### src/hw/phase_seq_pkg.sv
package phase_seq_pkg;

  // micro-address width and timing
  localparam int          ADDR_W        = 12;
  localparam int          CLK_PERIOD_NS = 25;
  localparam int          CYCLE_NS      = 250;
  localparam int          CYCLE_CLKS    = (CYCLE_NS + CLK_PERIOD_NS - 1) / CLK_PERIOD_NS;
  localparam int          CNT_W         = 4;

  // phase numbers, binary value equals the phase
  localparam logic [1:0]  PHASE_ZERO      = 2'h0;
  localparam logic [1:0]  PHASE_ONE       = 2'h1;
  localparam logic [1:0]  PHASE_TWO       = 2'h2;
  localparam logic [1:0]  INTERRUPT_PHASE = 2'h3;

  // forced micro-addresses
  localparam logic [11:0] ADDR_INIT      = 12'h000;
  localparam logic [11:0] ADDR_INIT_STEP = 12'h001;
  localparam logic [11:0] ADDR_RESTORE   = 12'h0b6;
  localparam logic [11:0] ADDR_ILLEGAL   = 12'h100;
  localparam logic [11:0] ADDR_ABORT     = 12'h00a;
  localparam logic [11:0] ADDR_END_INT   = 12'h010;
  localparam logic [11:0] ADDR_P1_RS     = 12'h002;
  localparam logic [11:0] ADDR_P1_RX     = 12'h004;
  localparam logic [11:0] ADDR_P1_RX_IDX = 12'h006;

  // instruction classes from decoding
  typedef enum logic [1:0] {
    CLASS_RR = 2'h0,
    CLASS_RS = 2'h1,
    CLASS_RX = 2'h2
  } instr_class_e;

  // micro-instruction ending in this machine cycle
  typedef struct packed {
    logic              is_do;
    logic              phase_change_function;
    logic              branch;
    logic [ADDR_W-1:0] target;
  } uinst_s;

  // instruction decode terms
  typedef struct packed {
    logic              address_modify_flag;
    logic              register_register_type;
    logic              register_storage_type;
    logic              fullword;
    logic              index_nonzero;
    logic [ADDR_W-1:0] decoder_rom;
  } decode_s;

  // console controls
  typedef struct packed {
    logic console_attention_request;
    logic single_step_switch;
    logic run_switch_up;
    logic execute_button;
  } console_s;

endpackage

### src/hw/processor_phase_sequencer.sv
`timescale 1ns/1ps
`default_nettype none

module processor_phase_sequencer
  import phase_seq_pkg::*;
#(
  parameter int CYCLE_DIV = CYCLE_CLKS
) (
  input  wire logic              i_clk,
  input  wire logic              i_rst_n,
  input  wire uinst_s            i_uinst,
  input  wire decode_s           i_decode,
  input  wire console_s          i_console,
  input  wire logic              i_illegal,
  input  wire logic              i_abort_safe,
  input  wire logic              i_abort_block,
  input  wire logic              i_abort_interrupt,
  input  wire logic              i_interrupt_pending,
  input  wire logic              i_status_load,
  input  wire logic              i_status_wait_bit,
  input  wire logic              i_mem_done,
  output logic [1:0]             o_phase,
  output logic [ADDR_W-1:0]      o_micro_addr,
  output logic                   o_cycle_en,
  output logic                   o_run_flag,
  output logic                   o_abort_enable_flag,
  output logic                   o_mem_read,
  output logic                   o_load_ir,
  output logic                   o_decoder_rom_load_strobe,
  output logic                   o_wait_state,
  output logic                   o_halt_mode
);

  typedef enum logic [3:0] {
    P0_IDLE   = 4'b0001,
    P0_FETCH1 = 4'b0010,
    P0_FETCH2 = 4'b0100,
    P0_ROUTE  = 4'b1000
  } p0_state_e;

  // instruction class, short form counts as register-register
  function automatic instr_class_e instr_class(input decode_s d);
    if (d.register_register_type) begin
      instr_class = CLASS_RR;
    end else if (d.register_storage_type) begin
      instr_class = CLASS_RS;
    end else begin
      instr_class = CLASS_RX;
    end
  endfunction

  // phase-one entry point for an address-modified instruction
  function automatic logic [ADDR_W-1:0] p1_entry(input decode_s d);
    if (instr_class(d) == CLASS_RS) begin
      p1_entry = ADDR_P1_RS;
    end else if (d.index_nonzero) begin
      p1_entry = ADDR_P1_RX_IDX;
    end else begin
      p1_entry = ADDR_P1_RX;
    end
  endfunction

  logic [CNT_W-1:0]  cyc_cnt_reg;
  logic              cycle_en_reg;
  logic [1:0]        phase_reg;
  logic [ADDR_W-1:0] addr_reg;
  logic              run_reg;
  logic              restore_reg;
  logic              p2_first_reg;
  logic              abort_en_reg;
  p0_state_e         p0_state_reg;
  logic              mem_read_reg;
  logic              load_ir_reg;
  logic              decoder_rom_strobe_reg;
  logic              wait_reg;
  logic              halt_reg;

  logic              do_pc;
  logic              go_illegal;
  logic              go_abort;
  logic              go_end_int;
  logic              go_p3;
  logic              leave_p3;
  logic              leave_p0;
  logic [ADDR_W-1:0] force_addr;

  // machine-cycle enable; clocks stay stopped while system clear is held
  always_ff @(posedge i_clk or negedge i_rst_n) begin
    if (!i_rst_n) begin
      cyc_cnt_reg  <= '0;
      cycle_en_reg <= 1'b0;
    end else if (cyc_cnt_reg == CNT_W'(CYCLE_DIV - 1)) begin
      cyc_cnt_reg  <= '0;
      cycle_en_reg <= 1'b1;
    end else begin
      cyc_cnt_reg  <= cyc_cnt_reg + 1'b1;
      cycle_en_reg <= 1'b0;
    end
  end

  // phase-three entry causes, all looked at on the machine-cycle edge
  always_comb begin
    do_pc      = cycle_en_reg && i_uinst.is_do && i_uinst.phase_change_function;
    // only these three causes exist; arithmetic faults are not among them
    go_illegal = cycle_en_reg && phase_reg == PHASE_TWO && p2_first_reg
                 && i_illegal;
    go_abort   = cycle_en_reg && phase_reg == PHASE_TWO && abort_en_reg
                 && i_abort_interrupt;
    go_end_int = (do_pc && phase_reg == PHASE_TWO
                  && (i_interrupt_pending || i_console.single_step_switch))
                 || (cycle_en_reg && wait_reg
                     && (i_interrupt_pending || i_abort_interrupt));
    go_p3      = go_illegal || go_abort || go_end_int;
    // illegal first, then abort, then end-of-instruction interrupt
    if (go_illegal) begin
      force_addr = ADDR_ILLEGAL;
    end else if (go_abort) begin
      force_addr = ADDR_ABORT;
    end else begin
      force_addr = ADDR_END_INT;
    end
    // halt idles in phase three; otherwise a phase-change Do leaves here
    leave_p3   = do_pc && phase_reg == INTERRUPT_PHASE && !halt_reg;
    leave_p0   = cycle_en_reg && phase_reg == PHASE_ZERO && p0_state_reg == P0_ROUTE;
  end

  // phase count: a Do with phase change moves it, plus init, forced phase-three entries and phase zero exit
  always_ff @(posedge i_clk or negedge i_rst_n) begin
    if (!i_rst_n) begin
      phase_reg <= INTERRUPT_PHASE;
    end else if (go_p3) begin
      phase_reg <= INTERRUPT_PHASE;
    end else if (leave_p3) begin
      phase_reg <= PHASE_ZERO;
    end else if (leave_p0) begin
      // hardware choice from decode, no micro-instruction field involved
      phase_reg <= i_decode.address_modify_flag ? PHASE_ONE : PHASE_TWO;
    end else if (do_pc && phase_reg == PHASE_ONE) begin
      phase_reg <= PHASE_TWO;
    end else if (do_pc && phase_reg == PHASE_TWO) begin
      phase_reg <= PHASE_ZERO;
    end
  end

  // micro-address: forced entries land on the same edge as the phase change
  always_ff @(posedge i_clk or negedge i_rst_n) begin
    if (!i_rst_n) begin
      addr_reg <= ADDR_INIT;
    end else if (go_p3) begin
      addr_reg <= force_addr;
    end else if (leave_p0 && i_decode.address_modify_flag) begin
      addr_reg <= p1_entry(i_decode);
    end else if (leave_p0 || (do_pc && phase_reg == PHASE_ONE)) begin
      addr_reg <= i_decode.decoder_rom;
    end else if (cycle_en_reg && restore_reg) begin
      addr_reg <= ADDR_RESTORE;
    end else if (cycle_en_reg && phase_reg == PHASE_ZERO) begin
      addr_reg <= addr_reg; // phase zero runs no micro-routine
    end else if (cycle_en_reg && i_uinst.branch && !(do_pc && phase_reg == INTERRUPT_PHASE)) begin
      addr_reg <= i_uinst.target;
    end else if (cycle_en_reg) begin
      addr_reg <= addr_reg + 1'b1;
    end
  end

  // run flag sets on the first cycle after init; restore branch follows it
  always_ff @(posedge i_clk or negedge i_rst_n) begin
    if (!i_rst_n) begin
      run_reg     <= 1'b0;
      restore_reg <= 1'b0;
    end else if (cycle_en_reg) begin
      if (!run_reg && phase_reg == INTERRUPT_PHASE && addr_reg == ADDR_INIT) begin
        run_reg     <= 1'b1;
        restore_reg <= 1'b1;
      end else begin
        restore_reg <= 1'b0;
      end
    end
  end

  // marks the first micro-instruction of phase two
  always_ff @(posedge i_clk or negedge i_rst_n) begin
    if (!i_rst_n) begin
      p2_first_reg <= 1'b0;
    end else if (go_p3 || leave_p3) begin
      p2_first_reg <= 1'b0;
    end else if (leave_p0 && !i_decode.address_modify_flag) begin
      p2_first_reg <= 1'b1;
    end else if (do_pc && phase_reg == PHASE_ONE) begin
      p2_first_reg <= 1'b1;
    end else if (cycle_en_reg) begin
      p2_first_reg <= 1'b0;
    end
  end

  // abort enable; a blocking function in the same cycle keeps it clear
  always_ff @(posedge i_clk or negedge i_rst_n) begin
    if (!i_rst_n) begin
      abort_en_reg <= 1'b0;
    end else if (go_p3 || (do_pc && phase_reg == PHASE_TWO)) begin
      abort_en_reg <= 1'b0;
    end else if (cycle_en_reg && phase_reg == PHASE_TWO && i_abort_block) begin
      abort_en_reg <= 1'b0;
    end else if (cycle_en_reg && p2_first_reg && i_abort_safe && !i_illegal) begin
      abort_en_reg <= 1'b1;
    end
  end

  // phase zero fetch sequencer; memory handshakes run at the full clock rate
  always_ff @(posedge i_clk or negedge i_rst_n) begin
    if (!i_rst_n) begin
      p0_state_reg <= P0_IDLE;
      mem_read_reg <= 1'b0;
      load_ir_reg  <= 1'b0;
    end else begin
      mem_read_reg <= 1'b0;
      load_ir_reg  <= 1'b0;
      case (p0_state_reg)
        P0_IDLE: begin
          if (leave_p3 || (do_pc && phase_reg == PHASE_TWO && !go_p3)) begin
            p0_state_reg <= P0_FETCH1;
            mem_read_reg <= 1'b1;
          end
        end
        P0_FETCH1: begin
          if (i_mem_done) begin
            load_ir_reg <= 1'b1; // first halfword into data and instruction regs
            if (i_decode.fullword) begin
              p0_state_reg <= P0_FETCH2;
              mem_read_reg <= 1'b1;
            end else begin
              p0_state_reg <= P0_ROUTE;
            end
          end
        end
        P0_FETCH2: begin
          if (i_mem_done) begin
            p0_state_reg <= P0_ROUTE;
          end
        end
        P0_ROUTE: begin
          if (leave_p0) begin
            p0_state_reg <= P0_IDLE;
          end
        end
        default: begin
          p0_state_reg <= P0_IDLE;
        end
      endcase
    end
  end

  // decoder ROM strobe on every entry to phase two from zero or one
  always_ff @(posedge i_clk or negedge i_rst_n) begin
    if (!i_rst_n) begin
      decoder_rom_strobe_reg <= 1'b0;
    end else begin
      decoder_rom_strobe_reg <= (leave_p0 && !i_decode.address_modify_flag)
                         || (do_pc && phase_reg == PHASE_ONE && !go_p3);
    end
  end

  // interruptible wait; a new status load with the bit set wins over the exit
  always_ff @(posedge i_clk or negedge i_rst_n) begin
    if (!i_rst_n) begin
      wait_reg <= 1'b0;
    end else if (cycle_en_reg && phase_reg == PHASE_TWO && i_status_load) begin
      wait_reg <= i_status_wait_bit;
    end else if (go_end_int) begin
      wait_reg <= 1'b0;
    end
  end

  // halt mode: set by a console request with run up, left on a console request with run down
  always_ff @(posedge i_clk or negedge i_rst_n) begin
    if (!i_rst_n) begin
      halt_reg <= 1'b0;
    end else if (cycle_en_reg && phase_reg == INTERRUPT_PHASE
                 && i_console.console_attention_request) begin
      halt_reg <= i_console.run_switch_up;
    end
  end

  // outputs come straight from flops
  always_comb begin
    o_phase                   = phase_reg;
    o_micro_addr              = addr_reg;
    o_cycle_en                = cycle_en_reg;
    o_run_flag                = run_reg;
    o_abort_enable_flag       = abort_en_reg;
    o_mem_read                = mem_read_reg;
    o_load_ir                 = load_ir_reg;
    o_decoder_rom_load_strobe = decoder_rom_strobe_reg;
    o_wait_state              = wait_reg;
    o_halt_mode               = halt_reg;
  end
endmodule

`default_nettype wire

### config.mk
export PLATFORM = sky130hd
export DESIGN_NAME = processor_phase_sequencer
export DESIGN_NICKNAME = d
export VERILOG_FILES = /design/src/hw/phase_seq_pkg.sv /design/src/hw/processor_phase_sequencer.sv
export SDC_FILE = /design/constraint.sdc
export NUM_CORES = 1
export LEC_CHECK = 0
export BUFFER_PORTS_ARGS = -buffer_cell sky130_fd_sc_hd__buf_2
export CELL_PAD_IN_SITES_DETAIL_PLACEMENT = 0
export CELL_PAD_IN_SITES_GLOBAL_PLACEMENT = 2
export CORE_ASPECT_RATIO = 1.5
export CORE_UTILIZATION = 30
export DETAILED_ROUTE_END_ITERATION = 8
export GPL_ROUTABILITY_DRIVEN = 0
export GPL_TIMING_DRIVEN = 1
export PLACE_DENSITY_LB_ADDON = 0.1
export SLEW_MARGIN = 0
export SYNTH_ARGS = -nofsm -noshare
export SYNTH_HDL_FRONTEND = slang
export SYNTH_SLANG_ARGS = --single-unit
### constraint.sdc
create_clock -name i_clk -period 2.57 [get_ports i_clk]
set_input_delay 0.3855 -clock i_clk [delete_from_list [all_inputs] [get_ports i_clk]]
set_output_delay 0.3855 -clock i_clk [all_outputs]
set_load 0.1 [all_outputs]
**Yosys cells after proc, flatten, opt, wreduce, memory -nomap -nowiden**

Index checks and enable logic that the tools add are counted.

- Add/sub/neg operators: 2
- Equality and inequality tests: 14
- Mux-type cells: 45
- Reduce and logical (&&, ||, !) cells: 58

Operator list:

| operator | number |
|---|---|
| 12-bit 2-to-1 mux | 8 |
| 1-bit logical AND | 32 |
| 4-bit 2-to-1 mux | 6 |
| 2-bit 2-to-1 mux | 11 |
| 1-bit 2-to-1 mux | 16 |
| 4-bit one-hot mux with 4 select lines | 1 |
| 12-bit by 1-bit adder with 12-bit output (second input constant) | 1 |
| 12-bit zero test | 1 |
| 1-bit logical OR | 10 |
| 4-bit equality test (second input constant) | 2 |
| 2-bit inequality test (second input constant) | 4 |
| 1-bit zero test | 6 |
| 6-bit nonzero test | 1 |
| 5-bit 2-to-1 mux | 1 |
| 5-bit by 2-bit inequality test with 1-bit output (second input constant) | 1 |
| 5-bit nonzero test | 1 |
| 4-bit by 1-bit adder with 4-bit output (second input constant) | 1 |
| 2-bit by 1-bit equality test with 1-bit output (second input constant) | 2 |
| 2-bit equality test (second input constant) | 2 |
| 4-bit by 1-bit equality test with 1-bit output (second input constant) | 1 |
| 4-bit by 2-bit equality test with 1-bit output (second input constant) | 1 |
| 4-bit by 3-bit equality test with 1-bit output (second input constant) | 1 |
| 2-bit AND reduction | 2 |
| 4-bit AND reduction | 1 |
| other kinds (6) | 6 |

- Flip-flop bits (word level): 32
- Input port bits: 46
- Output and inout bits: 22
- Word-level logic and storage cells: 133

**Depth between registers and ports, before layout**

- Word-level depth: 11
- Mapped depth: 7

**Least setup slack after synthesis**

Ideal clock, no wire load.

- Path kind: reg-to-reg
- Start: register addr_reg[1] (netlist: o_micro_addr[1])
- End: register addr_reg[10] (netlist: o_micro_addr[10])
- Setup time: 0.069 ns
- Data arrival time: 2.333 ns
- Data required time: 2.501 ns
- Slack: 0.167 ns
- Stages on the path, launching flop included: 7
- Clock period less this slack: 2.403 ns
- Cell sequence: dfrtp_1 -> ha_1 -> and3_1 -> nand4_1 -> xor2_1 -> a2111oi_2 -> a221o_1

- Cells in the longest elaborated chain, start to end: 8

RTL lines:

| element | RTL line | RTL |
|---|---|---|
| from (decl) | processor_phase_sequencer.sv:66 | `logic [ADDR_W-1:0] addr_reg;` |
| from (signal assigned) | processor_phase_sequencer.sv:150 | `addr_reg <= force_addr;` |
| from (signal assigned) | processor_phase_sequencer.sv:152 | `addr_reg <= p1_entry(i_decode);` |
| from (signal assigned) | processor_phase_sequencer.sv:154 | `addr_reg <= i_decode.decoder_rom;` |
| 12-bit by 1-bit adder with 12-bit output | processor_phase_sequencer.sv:162 | `addr_reg <= addr_reg + 1'b1;` |
| 12-bit 2-to-1 mux | processor_phase_sequencer.sv:161 | `end else if (cycle_en_reg) begin` |
| 12-bit 2-to-1 mux | processor_phase_sequencer.sv:159 | `end else if (cycle_en_reg && i_uinst.branch && !(do_pc && phase_reg == INTERRUPT_PHASE)) begin` |
| 12-bit 2-to-1 mux | processor_phase_sequencer.sv:157 | `end else if (cycle_en_reg && phase_reg == PHASE_ZERO) begin` |
| 12-bit 2-to-1 mux | processor_phase_sequencer.sv:155 | `end else if (cycle_en_reg && restore_reg) begin` |
| 12-bit 2-to-1 mux | processor_phase_sequencer.sv:153 | `end else if (leave_p0 \|\| (do_pc && phase_reg == PHASE_ONE)) begin` |
| 12-bit 2-to-1 mux | processor_phase_sequencer.sv:151 | `end else if (leave_p0 && i_decode.address_modify_flag) begin` |
| 12-bit 2-to-1 mux | processor_phase_sequencer.sv:149 | `end else if (go_p3) begin` |

No other way between the ends. The select of a mux whose other input is x is not followed.
A chain may end at the register's enable or synchronous reset.

**Worst setup path in the final report**

- Start: register phase_reg[1] (netlist: o_phase[1])
- End: register addr_reg[10] (netlist: o_micro_addr[10])

- Cells in the longest elaborated chain, start to end: 10
- Elaborated cells on any way between the ends: 31
- Classes of those cells: eq/ne: 4; mux: 6; reduce/logical: 21

RTL lines:

| element | RTL line | RTL |
|---|---|---|
| from (decl) | processor_phase_sequencer.sv:65 | `logic [1:0] phase_reg;` |
| from (signal assigned) | processor_phase_sequencer.sv:137 | `phase_reg <= i_decode.address_modify_flag ? PHASE_ONE : PHASE_TWO;` |
| 2-bit equality test | processor_phase_sequencer.sv:159 |  |
| 1-bit logical AND | processor_phase_sequencer.sv:159 |  |
| 1-bit zero test | processor_phase_sequencer.sv:159 |  |
| 1-bit logical AND | processor_phase_sequencer.sv:159 |  |
| 12-bit 2-to-1 mux | processor_phase_sequencer.sv:159 |  |
| 12-bit 2-to-1 mux | processor_phase_sequencer.sv:157 |  |
| 12-bit 2-to-1 mux | processor_phase_sequencer.sv:155 |  |
| 12-bit 2-to-1 mux | processor_phase_sequencer.sv:153 |  |
| 12-bit 2-to-1 mux | processor_phase_sequencer.sv:151 |  |
| 12-bit 2-to-1 mux | processor_phase_sequencer.sv:149 |  |

Several ways; a longest one is shown, not always the timed one. The select of a mux whose other input is x is not followed.

==> impl_metrics.tcl <==
set metrics [dict create \
    outcome "finished with violations" \
    violations "DRC" \
    drc 18 \
    layout-drive-gt1-share_pct 31.82 \
    layout_commonest_cell "buf_2" \
    wl_per_cell_um 18.11 \
    htree_levels 2 \
    worst_setup_hold_path_clk_slew_ns 0.07 \
    p_total_mw 2.440 \
    worstSetupStartpointType "flip-flop" \
    ys_ff_latch 32 \
    clock-root-buffer "clkbuf_8" \
    final_util_pct 39.06 \
    syn_area_sq_um 2128 \
    slew_violations 0 \
    cp-endpoint "o_micro_addr[10]$_DFFE_PN0P_" \
    rsz0062_at_grt "no" \
    layout_common_cells "66 x buf_2, 29 x dfrtp_1, 24 x nand2_1" \
    vias 2113 \
    io_pins 68 \
    grt_max_degree 33 \
    cp_data_required_time_ns 2.80 \
    avgSynthCellArea_sq_um 9.018 \
    largest_register_ff_count 12 \
    detail-route-antenna-nets 0 \
    worst_pin_slew_ns 0.7803 \
    setup-tns-final_ns 0 \
    crit_type "flip-flop to flip-flop" \
    relSlewSlack_pct 47.98 \
    cts_tree "yes" \
    yosysUniqueCellTypes 59 \
    rows 37 \
    hp-class "primary input to asynchronous set/reset pin" \
    synth_top_area_share_pct 34.10 \
    r2r_start "o_phase[1]$_DFFE_PN1P_" \
    fin_nets 355 \
    synthCells 236 \
    powerDensity_nw_per_um2 911.9 \
    cts.path.max_buffers 2 \
    cts_resized 0 \
    port_buffers 66 \
    wl_um 6990 \
    min_period_ns 2.257 \
    synth_fp_nets 284 \
    synth-edff-count 0 \
    dieArea_sq_um 7442 \
    reg2regPathDepth 5 \
    core_area_sq_um 6852 \
    cts_num_sinks 32 \
    r2r_slack_ns 0.31 \
    postCtsHoldBufs 0 \
    avgViaCountPerCell 5.474 \
    clock.fmax_mhz 443.1 \
    yosys.area.top_type "dfrtp_1" \
    finalSetupViolations 0 \
    hpwl_um 5275 \
    fin_crit_sh_pct 87.82 \
    cp_max_fo 9 \
    diodes 0 \
    grtUsageTotal_pct 19.75 \
    die_h_um 105.2 \
    cellLeakagePower_nw 1.235 \
    fillers 744 \
    timing.hold.ws_ns 0.1677 \
    post-cts-setup-buffers 0 \
    die_x_um 70.77 \
    design_area_sq_um 2676 \
    cp_data_arrival_time_ns 2.49 \
    r2r-end "o_micro_addr[10]$_DFFE_PN0P_" \
    drt_iter0_markers 100 \
    grt_pass1_vias 2111 \
    grt_first_pass_wirelength_um 11140 \
    overflow 0 \
    antenna_found_initial 0 \
    async_reset_ff_share_pct 100.0 \
    cp-startpoint "o_phase[1]$_DFFE_PN1P_" \
    max-cap-violations 0 \
    synth_flop_cell "dfrtp_1" \
    synthTopCellsByArea "dfrtp_1 34%, nand2_1 4.2%, a21oi_1 4.0%" \
    ir_drop_mv 0.3719 \
    numCtsBuffers 5 \
    first_pass_iters 6 \
    clock_skew_ns 0.006676 \
    yosysWarnings 0 \
    hold_violations 0 \
    ys_seq_area_share_pct 37.80 \
    initial_core_util_pct 31.06 \
    placed_area_sq_um 2550 \
    clock_latency_ns 0.29 \
    cp-end-kind "flip-flop" \
    syn_to_final_growth_pct 25.75 \
]
## worst min path at each step
stage,startpoint,end
2_1_floorplan,i_rst_n,cyc_cnt_reg[0]$_DFF_PN0_
3_3_place_gp,cyc_cnt_reg[2]$_DFF_PN0_,cyc_cnt_reg[2]$_DFF_PN0_
3_5_place_dp,cyc_cnt_reg[2]$_DFF_PN0_,cyc_cnt_reg[2]$_DFF_PN0_
4_1_cts,i_rst_n,o_micro_addr[10]$_DFFE_PN0P_
5_1_grt,i_rst_n,o_micro_addr[10]$_DFFE_PN0P_
6_report,i_rst_n,o_micro_addr[10]$_DFFE_PN0P_
## area by class of cell
type	instances	area [sq um]	share of cell area, %
sequential	32	804.5	30.06
tap	78	97.59	3.647
clock inverter	1	30.03	1.122
clock buffer	7	96.34	3.600
multi-input combinational	186	1231	46.00
timing repair buffer	73	382.9	14.31
inverter	9	33.78	1.262
## synth_stat cells, drive strengths merged, types with 2 or more instances
master	number
a2111oi	3
a211oi	2
a21o	2
a21oi	17
a221o	4
a22o	4
a22oi	2
a31oi	3
and2	3
and3	5
and4	3
and4b	2
buf	7
clkbuf	2
dfrtp	29
dfstp	3
ha	2
inv	9
mux2i	3
nand2	25
nand2b	4
nand3	7
nand4	8
nor2	18
nor3	7
nor3b	3
nor4	5
nor4b	2
o211ai	2
o21a	2
o21ai	16
o22ai	4
o31ai	4
o32a	3
or3	4
xnor2	3
xor2	3
## report_power, final
| group | internal (mW) | switching [mW] | total, mW |
|---|---|---|---|
| clock | 0.342 | 0.200 | 0.542 |
| sequential | 0.593 | 0.177 | 0.770 |
| combinational | 0.270 | 0.859 | 1.13 |
| total | 1.20 | 1.24 | 2.44 |
## through the flow
stage | cells | worst slack (ns)
2_1_floorplan | 236 | 0.1674
3_3_place_gp | 378 | 0.3489
3_5_place_dp | 378 | 0.3103
4_1_cts | 386 | 0.2818
5_1_grt | 386 | 0.1779
6_report | 386 | 0.3131
## routing by layer
layer	vias to the layer above	track usage [%]	share of wire (%)
li1	1041	-	-
met1	1021	23.37	41
met2	46	35.58	53
met3	5	3.664	4.2
met4	0	5.857	1.2
met5	-	0	0
## critical path, cell delays in order, from the launching register on
cell and delay, ns:
dfstp_2 0.62, and4b_1 0.24, a22oi_2 0.51, nand2_2 0.28, a2111oi_2 0.39, a221o_1 0.16
## cell families after synthesis
family / after synthesis / synth area share [%]
xor+xnor: 6 / 2.470
compound gates: 76 / 26.16
flops: 32 / 37.80
mux: 4 / 1.940
simple gates: 98 / 26.10
fa+ha+maj: 2 / 1.176
buf+inv: 18 / 4.350
(Power assumes the default switching activity.)
